File: src/verilog/lmc_consts.vh
`ifndef LMC_CONSTS_VH
`define LMC_CONSTS_VH
// Register offsets in function 3 configuration space
`define LMC_OFS_STRAP   8'h48
`define LMC_OFS_SIRQ    8'h4a
`define LMC_OFS_FREEZE  8'h4c
`define LMC_OFS_SQW     8'h4e
// Strap register field positions
`define LMC_BIT_BIOS    0
`define LMC_BIT_KLO     3
`define LMC_BIT_KHI     5
`define LMC_BIT_ISAPU   11
`define LMC_BIT_PCIPU   12
`define LMC_BIT_IDEPD   13
// Reset values
`define LMC_RST_SIRQ    8'h10
`define LMC_RST_FREEZE  8'h00
`define LMC_RST_SQW     8'h00
// Writable masks
`define LMC_WM_STRAP    16'h382c
`define LMC_WM_SIRQ     8'h7f
`define LMC_WM_FREEZE   8'h1f
`define LMC_WM_SQW      8'h0f
// Serial IRQ timing
`define LMC_FRAME_CLKS  2'd3
`define LMC_FRAME_BASE  6'd17
`define LMC_STOP_CLKS   3'd2
// 32 kHz divider width
`define LMC_DIV_W       14
`endif

File: src/verilog/lmc_misc_bank.v
`timescale 1ns/1ps
// Overview of operation
// Strap bits load from pin levels when power-good reset releases.
// Three pad resistor enables default from the speaker strap pin.
// Bit 0 is read-only bios route strap: 1 legacy bus, 0 LPC.
// Bits 3:2 writable, bit 3 default from rom select pin; keep zero.
// Bit 5 writable, default from channel-ready pin; keep one.
// Bit 11 enables legacy bus pull resistors.
// Bit 12 enables PCI control and interrupt pull-ups.
// Bit 13 enables disk DMA request pull-downs.
// Start pulse lasts 4, 6 or 8 clocks by width field.
// Each cycle has 17 plus field frames of three clocks, then stop.
// Continuous mode starts a new start frame right after each stop; here one released idle clock comes first.
// In quiet mode an external slave starts each cycle.
// Freeze enables ignored unless ready pin function selected.
// Freeze bit 0 stops the interval timers while ready active.
// Freeze bit 1 stops the 32 kHz RTC counters while ready active.
// Freeze bit 2 is plain storage controlling nothing.
// Freeze bit 3 stops the inactivity timer while ready active.
// Freeze bit 4 stops the power management timer while ready active.
// Square wave on rtc interrupt pin divides the 32 kHz clock.
// Frequency code: 0 low, 1-3 give 256,128,8192, 4..F halve 4096..2.
// Reserved bits read zero and ignore writes.
`include "lmc_consts.vh"
// Serial IRQ cycle as driven here, counted in core clocks:
//   start    low for 4, 6 or 8 clocks; in quiet mode the slave's
//            first low clock counts towards that width
//   turn     one clock driven high, then one clock released
//   frames   17 to 32 slots of three clocks, each owned by a slave
//   stop     low for two clocks, then one clock driven high
//   release  line handed back to its pull-up before any new start
// We drive high for a single clock after each low phase only to
// sharpen the rising edge, then let the pull-up hold the line.
// Continuous mode restarts one idle clock after the stop frame.
// Quiet mode sits in idle until a slave pulls the line low.
//
// Straps are taken on the first clock after reset release, so
// software must not touch the bank on that very clock.
// Bits 3:2 and 5 of the strap register are plain storage here;
// software keeps them at their required levels, we do not police it.
//
// The square divider counts rising edges of a sampled 32 kHz
// clock; that clock must be slower than half the core clock or
// edges are lost and every frequency comes out low.
// Freeze outputs are combinational so the timers stop on the
// same clock the ready input becomes active.
//
module lmc_misc_bank (
  input  wire        core_clk,
  input  wire        arst_n,
  input  wire        cfg_wr,
  input  wire        cfg_rd,
  input  wire [7:0]  cfg_addr,
  input  wire [15:0] cfg_wdata,
  input  wire [1:0]  cfg_be,
  output reg  [15:0] cfg_rdata,
  input  wire        bios_route_strap,
  input  wire        speaker_strap_pin,
  input  wire        rom_keyboard_select_pin,
  input  wire        chan_ready_strap_pin,
  output wire        legacy_bus_pull_enable,
  output wire        pci_pullup_enable,
  output wire        disk_pulldown_enable,
  output wire        bios_to_legacy_bus,
  input  wire        clk32k_tick,
  input  wire        processor_ready_in,
  input  wire        ready_pin_function_select,
  output wire        interval_timer_stop,
  output wire        rtc_stop,
  output wire        inactivity_timer_stop,
  output wire        pm_timer_stop,
  input  wire        square_pin_function_select,
  output reg         rtc_interrupt_pin,
  input  wire        sirq_in,
  output reg         sirq_out,
  output reg         sirq_oe_n,
  output reg         sirq_busy
);

  // Serial IRQ sequencer states
  localparam ST_IDLE  = 3'd0;
  localparam ST_START = 3'd1;
  localparam ST_TURN  = 3'd2;
  localparam ST_FRAME = 3'd3;
  localparam ST_STOP  = 3'd4;
  localparam ST_GAP   = 3'd5;

  reg [15:0] strap_q;
  reg [7:0]  sirq_q;
  reg [7:0]  freeze_q;
  reg [7:0]  sqw_q;
  reg        load_q;
  reg [2:0]  st_q;
  reg [3:0]  cnt_q;
  reg [5:0]  frm_q;
  reg        sirq_in_q;
  reg [`LMC_DIV_W-1:0] div_q;
  reg        tick_q;

  // Named views of the register fields used by the logic
  wire [1:0] start_pulse_width       = sirq_q[1:0];
  wire [3:0] frame_extra             = sirq_q[5:2];
  wire       continuous_mode_bit     = sirq_q[6];
  wire       interval_timer_freeze   = freeze_q[0];
  wire       rtc_freeze              = freeze_q[1];
  wire       inactivity_timer_freeze = freeze_q[3];
  wire       pm_timer_freeze         = freeze_q[4];
  wire [3:0] square_freq_field       = sqw_q[3:0];

  // Merge byte-enabled write data under a writable mask
  // Read-only and reserved bits are simply absent from the mask
  function [15:0] wmerge;
    input [15:0] old;
    input [15:0] wd;
    input [1:0]  be;
    input [15:0] wm;
    reg   [15:0] bm;
    begin
      bm = {{8{be[1]}}, {8{be[0]}}} & wm;
      wmerge = (old & ~bm) | (wd & bm);
    end
  endfunction

  // Start pulse length in clocks, minus one for the counter
  // Used by both the continuous and the slave-started path
  function [3:0] start_len;
    input [1:0] code;
    begin
      case (code)
        2'b00:   start_len = 4'd3;
        2'b01:   start_len = 4'd5;
        default: start_len = 4'd7; // Reserved code treated as eight
      endcase
    end
  endfunction

  // Write decode; full byte compare, so odd offsets never alias
  // onto the byte registers
  wire wr_strap  = cfg_wr && (cfg_addr == `LMC_OFS_STRAP);
  wire wr_sirq   = cfg_wr && (cfg_addr == `LMC_OFS_SIRQ);
  wire wr_freeze = cfg_wr && (cfg_addr == `LMC_OFS_FREEZE);
  wire wr_sqw    = cfg_wr && (cfg_addr == `LMC_OFS_SQW);

  // Straps are sampled on the first clock after reset release, never in reset
  // Sampling in reset would need the pins in the reset branch,
  // which an asynchronous clear must not read
  always @(posedge core_clk or negedge arst_n) begin
    if (!arst_n) begin
      load_q  <= 1'b1;
      strap_q <= 16'h0000;
    end else if (load_q) begin
      load_q  <= 1'b0;
      strap_q <= 16'h0000;
      strap_q[`LMC_BIT_BIOS]  <= bios_route_strap;
      strap_q[`LMC_BIT_KLO]   <= rom_keyboard_select_pin;
      strap_q[`LMC_BIT_KHI]   <= chan_ready_strap_pin;
      strap_q[`LMC_BIT_ISAPU] <= speaker_strap_pin;
      strap_q[`LMC_BIT_PCIPU] <= speaker_strap_pin;
      strap_q[`LMC_BIT_IDEPD] <= speaker_strap_pin;
    end else if (wr_strap) begin
      // Bit 0 excluded from the mask, so it stays read-only
      strap_q <= wmerge(strap_q, cfg_wdata, cfg_be, `LMC_WM_STRAP);
    end
  end

  // Byte registers live in the low lane
  // The high lane enable is ignored for them
  always @(posedge core_clk or negedge arst_n) begin
    if (!arst_n) begin
      sirq_q   <= `LMC_RST_SIRQ;
      freeze_q <= `LMC_RST_FREEZE;
      sqw_q    <= `LMC_RST_SQW;
    end else begin
      if (wr_sirq && cfg_be[0])
        sirq_q <= cfg_wdata[7:0] & `LMC_WM_SIRQ;
      if (wr_freeze && cfg_be[0])
        freeze_q <= cfg_wdata[7:0] & `LMC_WM_FREEZE;
      if (wr_sqw && cfg_be[0])
        sqw_q <= cfg_wdata[7:0] & `LMC_WM_SQW;
    end
  end

  // Read data registered; unmapped offsets read zero
  // Holds its value between reads
  always @(posedge core_clk or negedge arst_n) begin
    if (!arst_n) begin
      cfg_rdata <= 16'h0000;
    end else if (cfg_rd) begin
      case (cfg_addr)
        `LMC_OFS_STRAP:  cfg_rdata <= strap_q;
        `LMC_OFS_SIRQ:   cfg_rdata <= {8'h00, sirq_q};
        `LMC_OFS_FREEZE: cfg_rdata <= {8'h00, freeze_q};
        `LMC_OFS_SQW:    cfg_rdata <= {8'h00, sqw_q};
        default:         cfg_rdata <= 16'h0000;
      endcase
    end
  end

  // Pad controls straight from the strap register
  assign legacy_bus_pull_enable = strap_q[`LMC_BIT_ISAPU];
  assign pci_pullup_enable      = strap_q[`LMC_BIT_PCIPU];
  assign disk_pulldown_enable   = strap_q[`LMC_BIT_IDEPD];
  assign bios_to_legacy_bus     = strap_q[`LMC_BIT_BIOS];

  // Freeze gating; the whole register is dead without the ready function
  // Bit 2 is deliberately left out: it drives nothing
  wire frz_on = ready_pin_function_select && processor_ready_in;
  assign interval_timer_stop   = frz_on && interval_timer_freeze;
  assign rtc_stop              = frz_on && rtc_freeze;
  assign inactivity_timer_stop = frz_on && inactivity_timer_freeze;
  assign pm_timer_stop         = frz_on && pm_timer_freeze;

  // Serial IRQ frame sequencer; line is pulled up, we pull low and drive high for one clock after each low
  always @(posedge core_clk or negedge arst_n) begin
    if (!arst_n) begin
      st_q      <= ST_IDLE;
      cnt_q     <= 4'd0;
      frm_q     <= 6'd0;
      sirq_out  <= 1'b1;
      sirq_oe_n <= 1'b1;
      sirq_busy <= 1'b0;
      sirq_in_q <= 1'b1;
    end else begin
      sirq_in_q <= sirq_in;
      case (st_q)
        ST_IDLE: begin
          sirq_oe_n <= 1'b1;
          sirq_busy <= 1'b0;
          // Continuous starts itself; quiet waits for a slave pulling low
          if (continuous_mode_bit || (!sirq_in && sirq_in_q)) begin
            st_q      <= ST_START;
            cnt_q     <= (continuous_mode_bit ? start_len(start_pulse_width) :
                          start_len(start_pulse_width) - 4'd1);
            sirq_out  <= 1'b0;
            sirq_oe_n <= 1'b0;
            sirq_busy <= 1'b1;
          end
        end

        // Hold the line low until the width counter runs out
        // Then drive high for one clock to speed the edge
        ST_START: begin
          if (cnt_q == 4'd0) begin
            st_q     <= ST_TURN;
            sirq_out <= 1'b1;
            cnt_q    <= 4'd1;
          end else begin
            cnt_q <= cnt_q - 4'd1;
          end
        end

        // Release the line and wait out the turnaround
        // Frame counter is loaded on leaving
        ST_TURN: begin
          sirq_oe_n <= 1'b1;
          if (cnt_q == 4'd0) begin
            st_q  <= ST_FRAME;
            frm_q <= `LMC_FRAME_BASE + {2'b00, frame_extra};
            cnt_q <= {2'b00, `LMC_FRAME_CLKS} - 4'd1;
          end else begin
            cnt_q <= cnt_q - 4'd1;
          end
        end

        // Three clocks per slot, counted down to the last slot
        // The stop frame low starts on the clock after it
        ST_FRAME: begin
          // Slaves drive their own slots; we only count them
          if (cnt_q == 4'd0) begin
            if (frm_q == 6'd1) begin
              st_q      <= ST_STOP;
              cnt_q     <= {1'b0, `LMC_STOP_CLKS} - 4'd1;
              sirq_out  <= 1'b0;
              sirq_oe_n <= 1'b0;
            end else begin
              frm_q <= frm_q - 6'd1;
              cnt_q <= {2'b00, `LMC_FRAME_CLKS} - 4'd1;
            end
          end else begin
            cnt_q <= cnt_q - 4'd1;
          end
        end

        // Stop frame low phase
        // Ends with one clock driven high
        ST_STOP: begin
          if (cnt_q == 4'd0) begin
            st_q     <= ST_GAP;
            sirq_out <= 1'b1;
          end else begin
            cnt_q <= cnt_q - 4'd1;
          end
        end

        // Final release before idle
        // Idle then decides whether to restart
        ST_GAP: begin
          // One drive-high clock then release and restart if continuous
          sirq_oe_n <= 1'b1;
          st_q      <= ST_IDLE;
        end
        default: st_q <= ST_IDLE;
      endcase
    end
  end

  // Free-running divider on 32 kHz ticks; 2^15 Hz assumed
  // Never reset by a register write, so a new code takes effect
  // at once without a restart glitch guard
  always @(posedge core_clk or negedge arst_n) begin
    if (!arst_n) begin
      div_q  <= {`LMC_DIV_W{1'b0}};
      tick_q <= 1'b0;
    end else begin
      tick_q <= clk32k_tick;
      if (clk32k_tick && !tick_q)
        div_q <= div_q + 1'b1;
    end
  end

  // Tap select: divider bit n toggles at 32768 / 2^(n+1) Hz
  // Codes 4 and up map linearly onto taps 2 to 13
  // Codes 1 to 3 are irregular and get their own taps
  reg sq_tap;
  always @* begin
    case (square_freq_field)
      4'h1:    sq_tap = div_q[6];  // 256 Hz
      4'h2:    sq_tap = div_q[7];  // 128 Hz
      4'h3:    sq_tap = div_q[1];  // 8192 Hz
      4'h0:    sq_tap = 1'b0;      // Held low
      default: sq_tap = div_q[square_freq_field - 4'h2]; // 4096 down to 2 Hz
    endcase
  end

  // Registered pin; low when function not selected
  // One clock of delay is harmless at these frequencies
  always @(posedge core_clk or negedge arst_n) begin
    if (!arst_n)
      rtc_interrupt_pin <= 1'b0;
    else
      rtc_interrupt_pin <= square_pin_function_select && sq_tap;
  end

endmodule // lmc_misc_bank
File: config.mk
export PLATFORM = sky130hd
export DESIGN_NAME = lmc_misc_bank
export DESIGN_NICKNAME = d
export VERILOG_FILES = /design/src/verilog/lmc_misc_bank.v
export VERILOG_INCLUDE_DIRS = /design/src /design/src/verilog
export SDC_FILE = /design/constraint.sdc
export NUM_CORES = 1
export LEC_CHECK = 0
export ABC_AREA = 1
export BUFFER_PORTS_ARGS = -buffer_cell sky130_fd_sc_hd__buf_2
export CORE_AREA = 3 3 96 98
export DETAILED_ROUTE_END_ITERATION = 10
export DIE_AREA = 0 0 99 101
export PLACE_DENSITY = 0.66
export SETUP_SLACK_MARGIN = 0.3
export SLEW_MARGIN = 20
export SYNTH_ARGS = -nofsm -noshare
export SYNTH_HDL_FRONTEND = slang
export SYNTH_SLANG_ARGS = --single-unit
export TNS_END_PERCENT = 1
File: constraint.sdc
create_clock -name core_clk -period 1.7 [get_ports core_clk]
set_input_delay 0.425 -clock core_clk [delete_from_list [all_inputs] [get_ports core_clk]]
set_output_delay 0.425 -clock core_clk [all_outputs]
set_load 0.02 [all_outputs]
---- After elaboration in Yosys (flattened, before gate mapping) ----
Cells that the tools add are included.
operators by class
  add/sub/neg operators ................... 6
  magnitude comparators ................... 1
  equality and inequality tests ........... 23
  multiplexer cells ....................... 36
  bitwise gates (word level) .............. 4
  reductions and logical operators ........ 34
operators by type and width
  cell                                                                   number
  16-bit one-hot mux with 4 select lines                                 1
  8-bit by 7-bit equality test with 1-bit output, second input constant  4
  16-bit two-way mux                                                     2
  4-bit two-way mux                                                      8
  4-bit one-hot mux with 5 select lines                                  1
  3-bit two-way mux                                                      6
  6-bit two-way mux                                                      3
  16-bit by 14-bit bitwise AND with 16-bit output                        1
  16-bit bitwise AND                                                     1
  2-bit inequality test, second input constant                           8
  14-bit inverter with 16-bit output                                     1
  16-bit bitwise OR                                                      1
  1-bit logical AND                                                      15
  3-bit one-hot mux with 5 select lines                                  1
  14-bit by 1-bit adder with 14-bit output, second input constant        1
  6-bit one-hot mux with 2 select lines                                  1
  4-bit by 2-bit equality test with 1-bit output, second input constant  2
  4-bit zero test                                                        2
  4-bit by 1-bit subtractor with 4-bit output, second input constant     2
  1-bit two-way mux                                                      7
  5-bit by 4-bit adder with 6-bit output, first input constant           1
  3-bit by 2-bit equality test with 1-bit output, second input constant  2
  3-bit equality test, second input constant                             2
  6-bit by 1-bit equality test with 1-bit output, second input constant  1
  24 further kinds                                                       30
word-level totals
  flip-flop bits (word level) ............. 82
  input port bits ......................... 39
  output and inout port bits .............. 28
  logic and storage cells ................. 120

---- Longest topological paths before layout ----
  depth in word-level cells ............... 9
  mapped depth ............................ 10
  gate-level depth less buffers ........... 9

---- Worst setup path before layout ----
Ideal clock, no wire load.
  kind .................................... register -> register
  from .................................... register div_q[1]
  to ...................................... register div_q[8]
  setup time .............................. 0.122 ns
  arrival time ............................ 1.273 ns
  data required time ...................... 1.578 ns
  setup slack ............................. 0.305 ns
  cell stages (with the launch flop) ...... 8
  buffers on the path ..................... 0
  clock period less this slack ............ 1.395 ns
  path through ............................ dfrtp_1 > ha_1 > nand2_1 > nor2_1 > nand2_1 > nor3_1 > nand2_1 > xor2_1
between the ends
  cells in the longest elaborated chain, start to end .. 1
ends and longest elaborated chain
  element                                   RTL line             RTL
  start: declaration                        lmc_misc_bank.v:97   reg [`LMC_DIV_W-1:0] div_q;
  start signal: assignment                  lmc_misc_bank.v:312  div_q <= {`LMC_DIV_W{1'b0}};
  start signal: assignment                  lmc_misc_bank.v:317  div_q <= div_q + 1'b1;
  14-bit by 1-bit adder with 14-bit output  lmc_misc_bank.v:317
No other way between the ends.
A chain may end at the register's enable or synchronous reset.

---- Final worst setup path ----
Ends and elaborated chain as after synthesis.

==> results.txt <==
----------------------------------------------------
[Flow run]
  Max Cap Viol ... 0

[Synthesis]
  Count of state elements after synthesis ... 68
  Sequential area share after synthesis ... 0.451
  Syn nets ... 543
  Number of distinct library cells after synthesis ... 34
  Syn. warnings ... 0
  Mean area per synthesized cell ... 7.63 um^2
  Post-synthesis mux area share ... 0
  Largest family of logic cells by synthesized area ... simple AND/OR/NAND/NOR gates
  Xor-xnor portion of the synthesized cell area ... 0.0370
  Adder and majority cell fraction of the synthesized area ... 0.0265
  Synthesized instance count ... 496
  Netlist Area Pre-Place ... 3780 um^2
  Simple logic cell fraction of the synthesized area ... 0.320
  Synth Area in Compound Gates ... 0.0837

[Setup path]
  Worst Setup End Kind ... register
  Startpoint type of the worst setup path ... register
  Max FO, Critical Path ... 4
  Worst Path Arrival ... 1680 ps
  Type of the worst setup path ... reg -> reg
  CP most frequent cell ... sky130_fd_sc_hd__nand2_1
  Data required time at the worst endpoint ... 1930 ps
  Worst path cell trace ... ha_2, nand2_1, nor2_2, nand2_2, nor3_2, buf_4, nand2_1, xor2_1
  Cell type of the slowest stage on the worst timing path ... sky130_fd_sc_hd__dfrtp_1
  Worst path max stage delay ... 410 ps

[CTS]
  Clock tree from TritonCTS ... built
  Skew-Pair Late Insertion Delay ... 340 ps
  Root Buffer Master ... sky130_fd_sc_hd__clkbuf_8
  Reg clk slew, reported paths ... 70 ps
  Number of buffers inserted during clock tree synthesis ... 9
  Clock sink total ... 68
  H-tree lvl count ... 3
  Longest Clk Path Bufs ... 2

[Power and ir drop]
  Pleak ... 2.42 nW
  Power share of the sequential group ... 0.374
  Worst vdd rail ir drop ... 491 uV
  Portion of total power attributed to the clock network ... 0.250
  Total power density per cell area ... 1250 nW/um^2
  Psw ... 0.00220 W
  Switching share of power ... 0.381
  Combinational share of power ... 0.376
  P_int ... 0.00357 W
  Overall power after layout ... 0.00576 W

[Die]
  Site row count ... 34
  I/O pin count ... 67
  Die width ... 99 um
  Height of the chip ... 101 um
  Placeable core area ... 8550 um^2
  Floorplan die area ... 10000 um^2
  Initial core utilization ... 0.442

[Cells and area]
  Net count of the finished layout ... 625
  Number of inserted diodes ... 0
  Area overhead of the layout relative to synthesis ... 22.3%
  Share of layout cells above drive strength 1 ... 0.247

[STA]
  Total Neg Setup Slack ... 0 ps
  Clock Skews ... 7.71 ps
  Portion of the clock cycle consumed by the worst path in the final layout ... 0.857
  Fin. max-slew vios ... 0
  Fmax ... 686 MHz
  Final setup violating endpoints ... 0
  Final hold violation count ... 0
  Hold slack ... 91.6 ps
  Period minus WS final ... 1460 ps
  Setup repair after global routing missed its margin ... true

[Placed design]
  Detail Placement HPWL ... 6270 um
  Routability congestion estimate from global placement ... 0.831
  Number of buffers added on ports ... 60

[Global route]
  Number of antenna violations at the first check in global routing ... 0
  Global Route Usage Sum ... 0.183
  Via count of the first global-routing pass ... 3303
  Largest net degree at the start of global routing ... 69
  Wire length of the first global-routing pass ... 14700 um
  Total global routing overflow ... 0

[Routing]
  Vias ... 3443
  1st-iter DRT viols ... 164
  Wirelength, routed ... 8800 um
  DRC violations left ... 0
  Total iterations of the first detailed-routing run ... 4
  Drt via density ... 4.98
  Avg WL per Cell ... 12.7 um
  Remaining antenna violation count after routing ... 0

[Worst hold path]
  HP Class ... in -> async

[Status]
  Status ... finished clean

----------------------------------------------------
==> Yosys cell counts <==
library cell / count / area (um^2)
sky130_fd_sc_hd__ha_1: 8 / 100
sky130_fd_sc_hd__dfstp_2: 5 / 131
sky130_fd_sc_hd__nor2_2: 2 / 12.5
sky130_fd_sc_hd__xor2_1: 12 / 105
sky130_fd_sc_hd__o21ai_0: 34 / 170
sky130_fd_sc_hd__dfrtp_1: 63 / 1580
sky130_fd_sc_hd__clkbuf_1: 2 / 7.51
sky130_fd_sc_hd__nand3_2: 4 / 40.0
sky130_fd_sc_hd__xnor2_1: 4 / 35.0
sky130_fd_sc_hd__buf_2: 5 / 25.0
sky130_fd_sc_hd__a21oi_1: 13 / 65.1
sky130_fd_sc_hd__clkinv_2: 1 / 5.00
sky130_fd_sc_hd__a21oi_4: 1 / 16.3
sky130_fd_sc_hd__nor3_1: 3 / 15.0
sky130_fd_sc_hd__nor3b_1: 1 / 7.51
sky130_fd_sc_hd__or2_1: 1 / 6.26
sky130_fd_sc_hd__nand2_1: 152 / 571
sky130_fd_sc_hd__nor2_1: 29 / 109
sky130_fd_sc_hd__o21ai_2: 1 / 8.76
sky130_fd_sc_hd__a21o_1: 1 / 7.51
sky130_fd_sc_hd__nand3_1: 61 / 305
sky130_fd_sc_hd__conb_1: 1 / 3.75
sky130_fd_sc_hd__nand3b_1: 3 / 22.5
sky130_fd_sc_hd__a31oi_1: 1 / 6.26
sky130_fd_sc_hd__clkinv_1: 3 / 11.3
sky130_fd_sc_hd__inv_1: 51 / 191
sky130_fd_sc_hd__o31ai_1: 3 / 22.5
sky130_fd_sc_hd__o21ai_1: 4 / 20.0
sky130_fd_sc_hd__buf_4: 6 / 45.0
sky130_fd_sc_hd__inv_2: 5 / 18.8
sky130_fd_sc_hd__nand2_2: 4 / 25.0
sky130_fd_sc_hd__nor3_2: 2 / 20.0
sky130_fd_sc_hd__nor2_4: 3 / 33.8
sky130_fd_sc_hd__nand4_1: 7 / 43.8
==> path summary, 6_finish.rpt <==
check / startpoint / to / slack, ps / depth (start not counted)
min reg2reg: sirq_q[6]$_DFFE_PN0P_ / sirq_q[6]$_DFFE_PN0P_ / 470 / 2
max reg2reg: div_q[1]$_DFFE_PN0P_ / div_q[8]$_DFFE_PN0P_ / 240 / 8
max in group asynchronous: arst_n / load_q$_DFF_PN1_ / 1270 / 2
min in group core_clk: sirq_in / sirq_in_q$_DFF_PN1_ / 190 / 1
max: div_q[1]$_DFFE_PN0P_ / div_q[8]$_DFFE_PN0P_ / 240 / 8
min: arst_n / frm_q[3]$_DFFE_PN0P_ / 90 / 2
==> layer usage <==
layer | up-vias | part of all wire | routed length [um] | track usage
met5 | - | 0 | 0 | 0
met2 | 48 | 0.50 | 4390 | 0.307
met4 | 0 | 0.022 | 194 | 0.0872
li1 | 1756 | - | - | -
met1 | 1625 | 0.45 | 3920 | 0.228
met3 | 14 | 0.034 | 296 | 0.0311
==> flip-flops by register name, indices dropped and copies added, names as in the netlist <==
signal             flops
div_q                 14
cfg_rdata             11
sirq_q                 7
strap_q                7
sirq_in_q              1
sqw_q                  4
st_q                   3
frm_q                  6
sirq_busy              1
rtc_interrupt_pin      1
tick_q                 1
sirq_out               1
load_q                 1
sirq_oe_n              1
cnt_q                  4
freeze_q               5
==> critical path: cells and delay by family (launching register included) <==
kind / cells / cell delay (ps)
flip-flops: 1 / 410
AND/OR/NAND/NOR: 5 / 440
buffers and inverters: 1 / 140
adder cells (fa/ha/maj): 1 / 210
XOR/XNOR: 1 / 140
==> final cells by class <==
type / count / area, um^2
Fill cell: 808 / 3920
Multi-Input combinational cell: 356 / 1830
Sequential cell: 68 / 1710
Timing Repair Buffer: 83 / 504
Inverter: 60 / 226
Clock buffer: 13 / 179
Tap cell: 108 / 135
Clock inverter: 3 / 42.5
==> cells by family after synthesis <==
logic type,count (synthesis)
adder cells (fa/ha/maj),8
AO/OA/AOI/OAI,58
XOR/XNOR,16
flip-flops,68
AND/OR/NAND/NOR,272
other,1
buffers and inverters,73
==> power by group through the flow <==
stage	Sequential (W)	Clock, W	Combinational [W]
after floorplan	0.00216	0	0.00149
after CTS	0.00215	0.00148	0.00213
after detailed placement	0.00217	0	0.00197
final	0.00216	0.00144	0.00217
after global placement	0.00216	0	0.00192
after global routing	0.00220	0.00155	0.00248
==> placed cells by master (no fill, tap or decap), types with 2 or more instances in the layout <==
master                     netlist  layout
sky130_fd_sc_hd__o21ai_1         4       4
sky130_fd_sc_hd__ha_1            8       6
sky130_fd_sc_hd__o21ai_0        34      34
sky130_fd_sc_hd__nor2_2          2       6
sky130_fd_sc_hd__clkbuf_8        0      13
sky130_fd_sc_hd__inv_2           5       8
sky130_fd_sc_hd__nor3_2          2       3
sky130_fd_sc_hd__nor2_4          3       3
sky130_fd_sc_hd__a21oi_1        13      13
sky130_fd_sc_hd__dfstp_2         5       5
sky130_fd_sc_hd__clkinv_1        3       3
sky130_fd_sc_hd__buf_4           6      27
sky130_fd_sc_hd__clkinv_2        1       2
sky130_fd_sc_hd__nand2_1       152     148
sky130_fd_sc_hd__nor2_1         29      25
sky130_fd_sc_hd__nor3_1          3       2
sky130_fd_sc_hd__nand4_1         7       7
sky130_fd_sc_hd__nand3b_1        3       3
sky130_fd_sc_hd__o31ai_1         3       3
sky130_fd_sc_hd__dfrtp_1        63      61
sky130_fd_sc_hd__xnor2_1         4       4
sky130_fd_sc_hd__nand2_2         4       8
sky130_fd_sc_hd__nand3_2         4       4
sky130_fd_sc_hd__buf_2           5      54
sky130_fd_sc_hd__nand3_1        61      61
sky130_fd_sc_hd__xor2_1         12      12
sky130_fd_sc_hd__inv_1          51      48
sky130_fd_sc_hd__dfrtp_2         0       2
==> per-stage QoR <==
| stage | instance area (um^2) | util | setup slack (ps) | cells |
|---|---|---|---|---|
| floorplan | 3780 | - | 305 | 496 |
| global placement | 4260 | 0.498 | 121 | 665 |
| detailed placement | 4260 | 0.498 | 80.4 | 665 |
| CTS | 4600 | 0.538 | 256 | 688 |
| global route | 4630 | 0.541 | 135 | 691 |
| finish | 4630 | 0.541 | 243 | 691 |
==> what timing repair did <==
item | in CTS | in global routing
hold endpoints to repair | 0 | 0
setup endpoints to repair | 32 | 35
pin swaps | 8 | 4
resized for setup | 22 | 3
hold buffers | 0 | 0
cloned | 1 | 0
setup buffers | 6 | 3
Note: power is estimated with default switching activity, not from simulation.
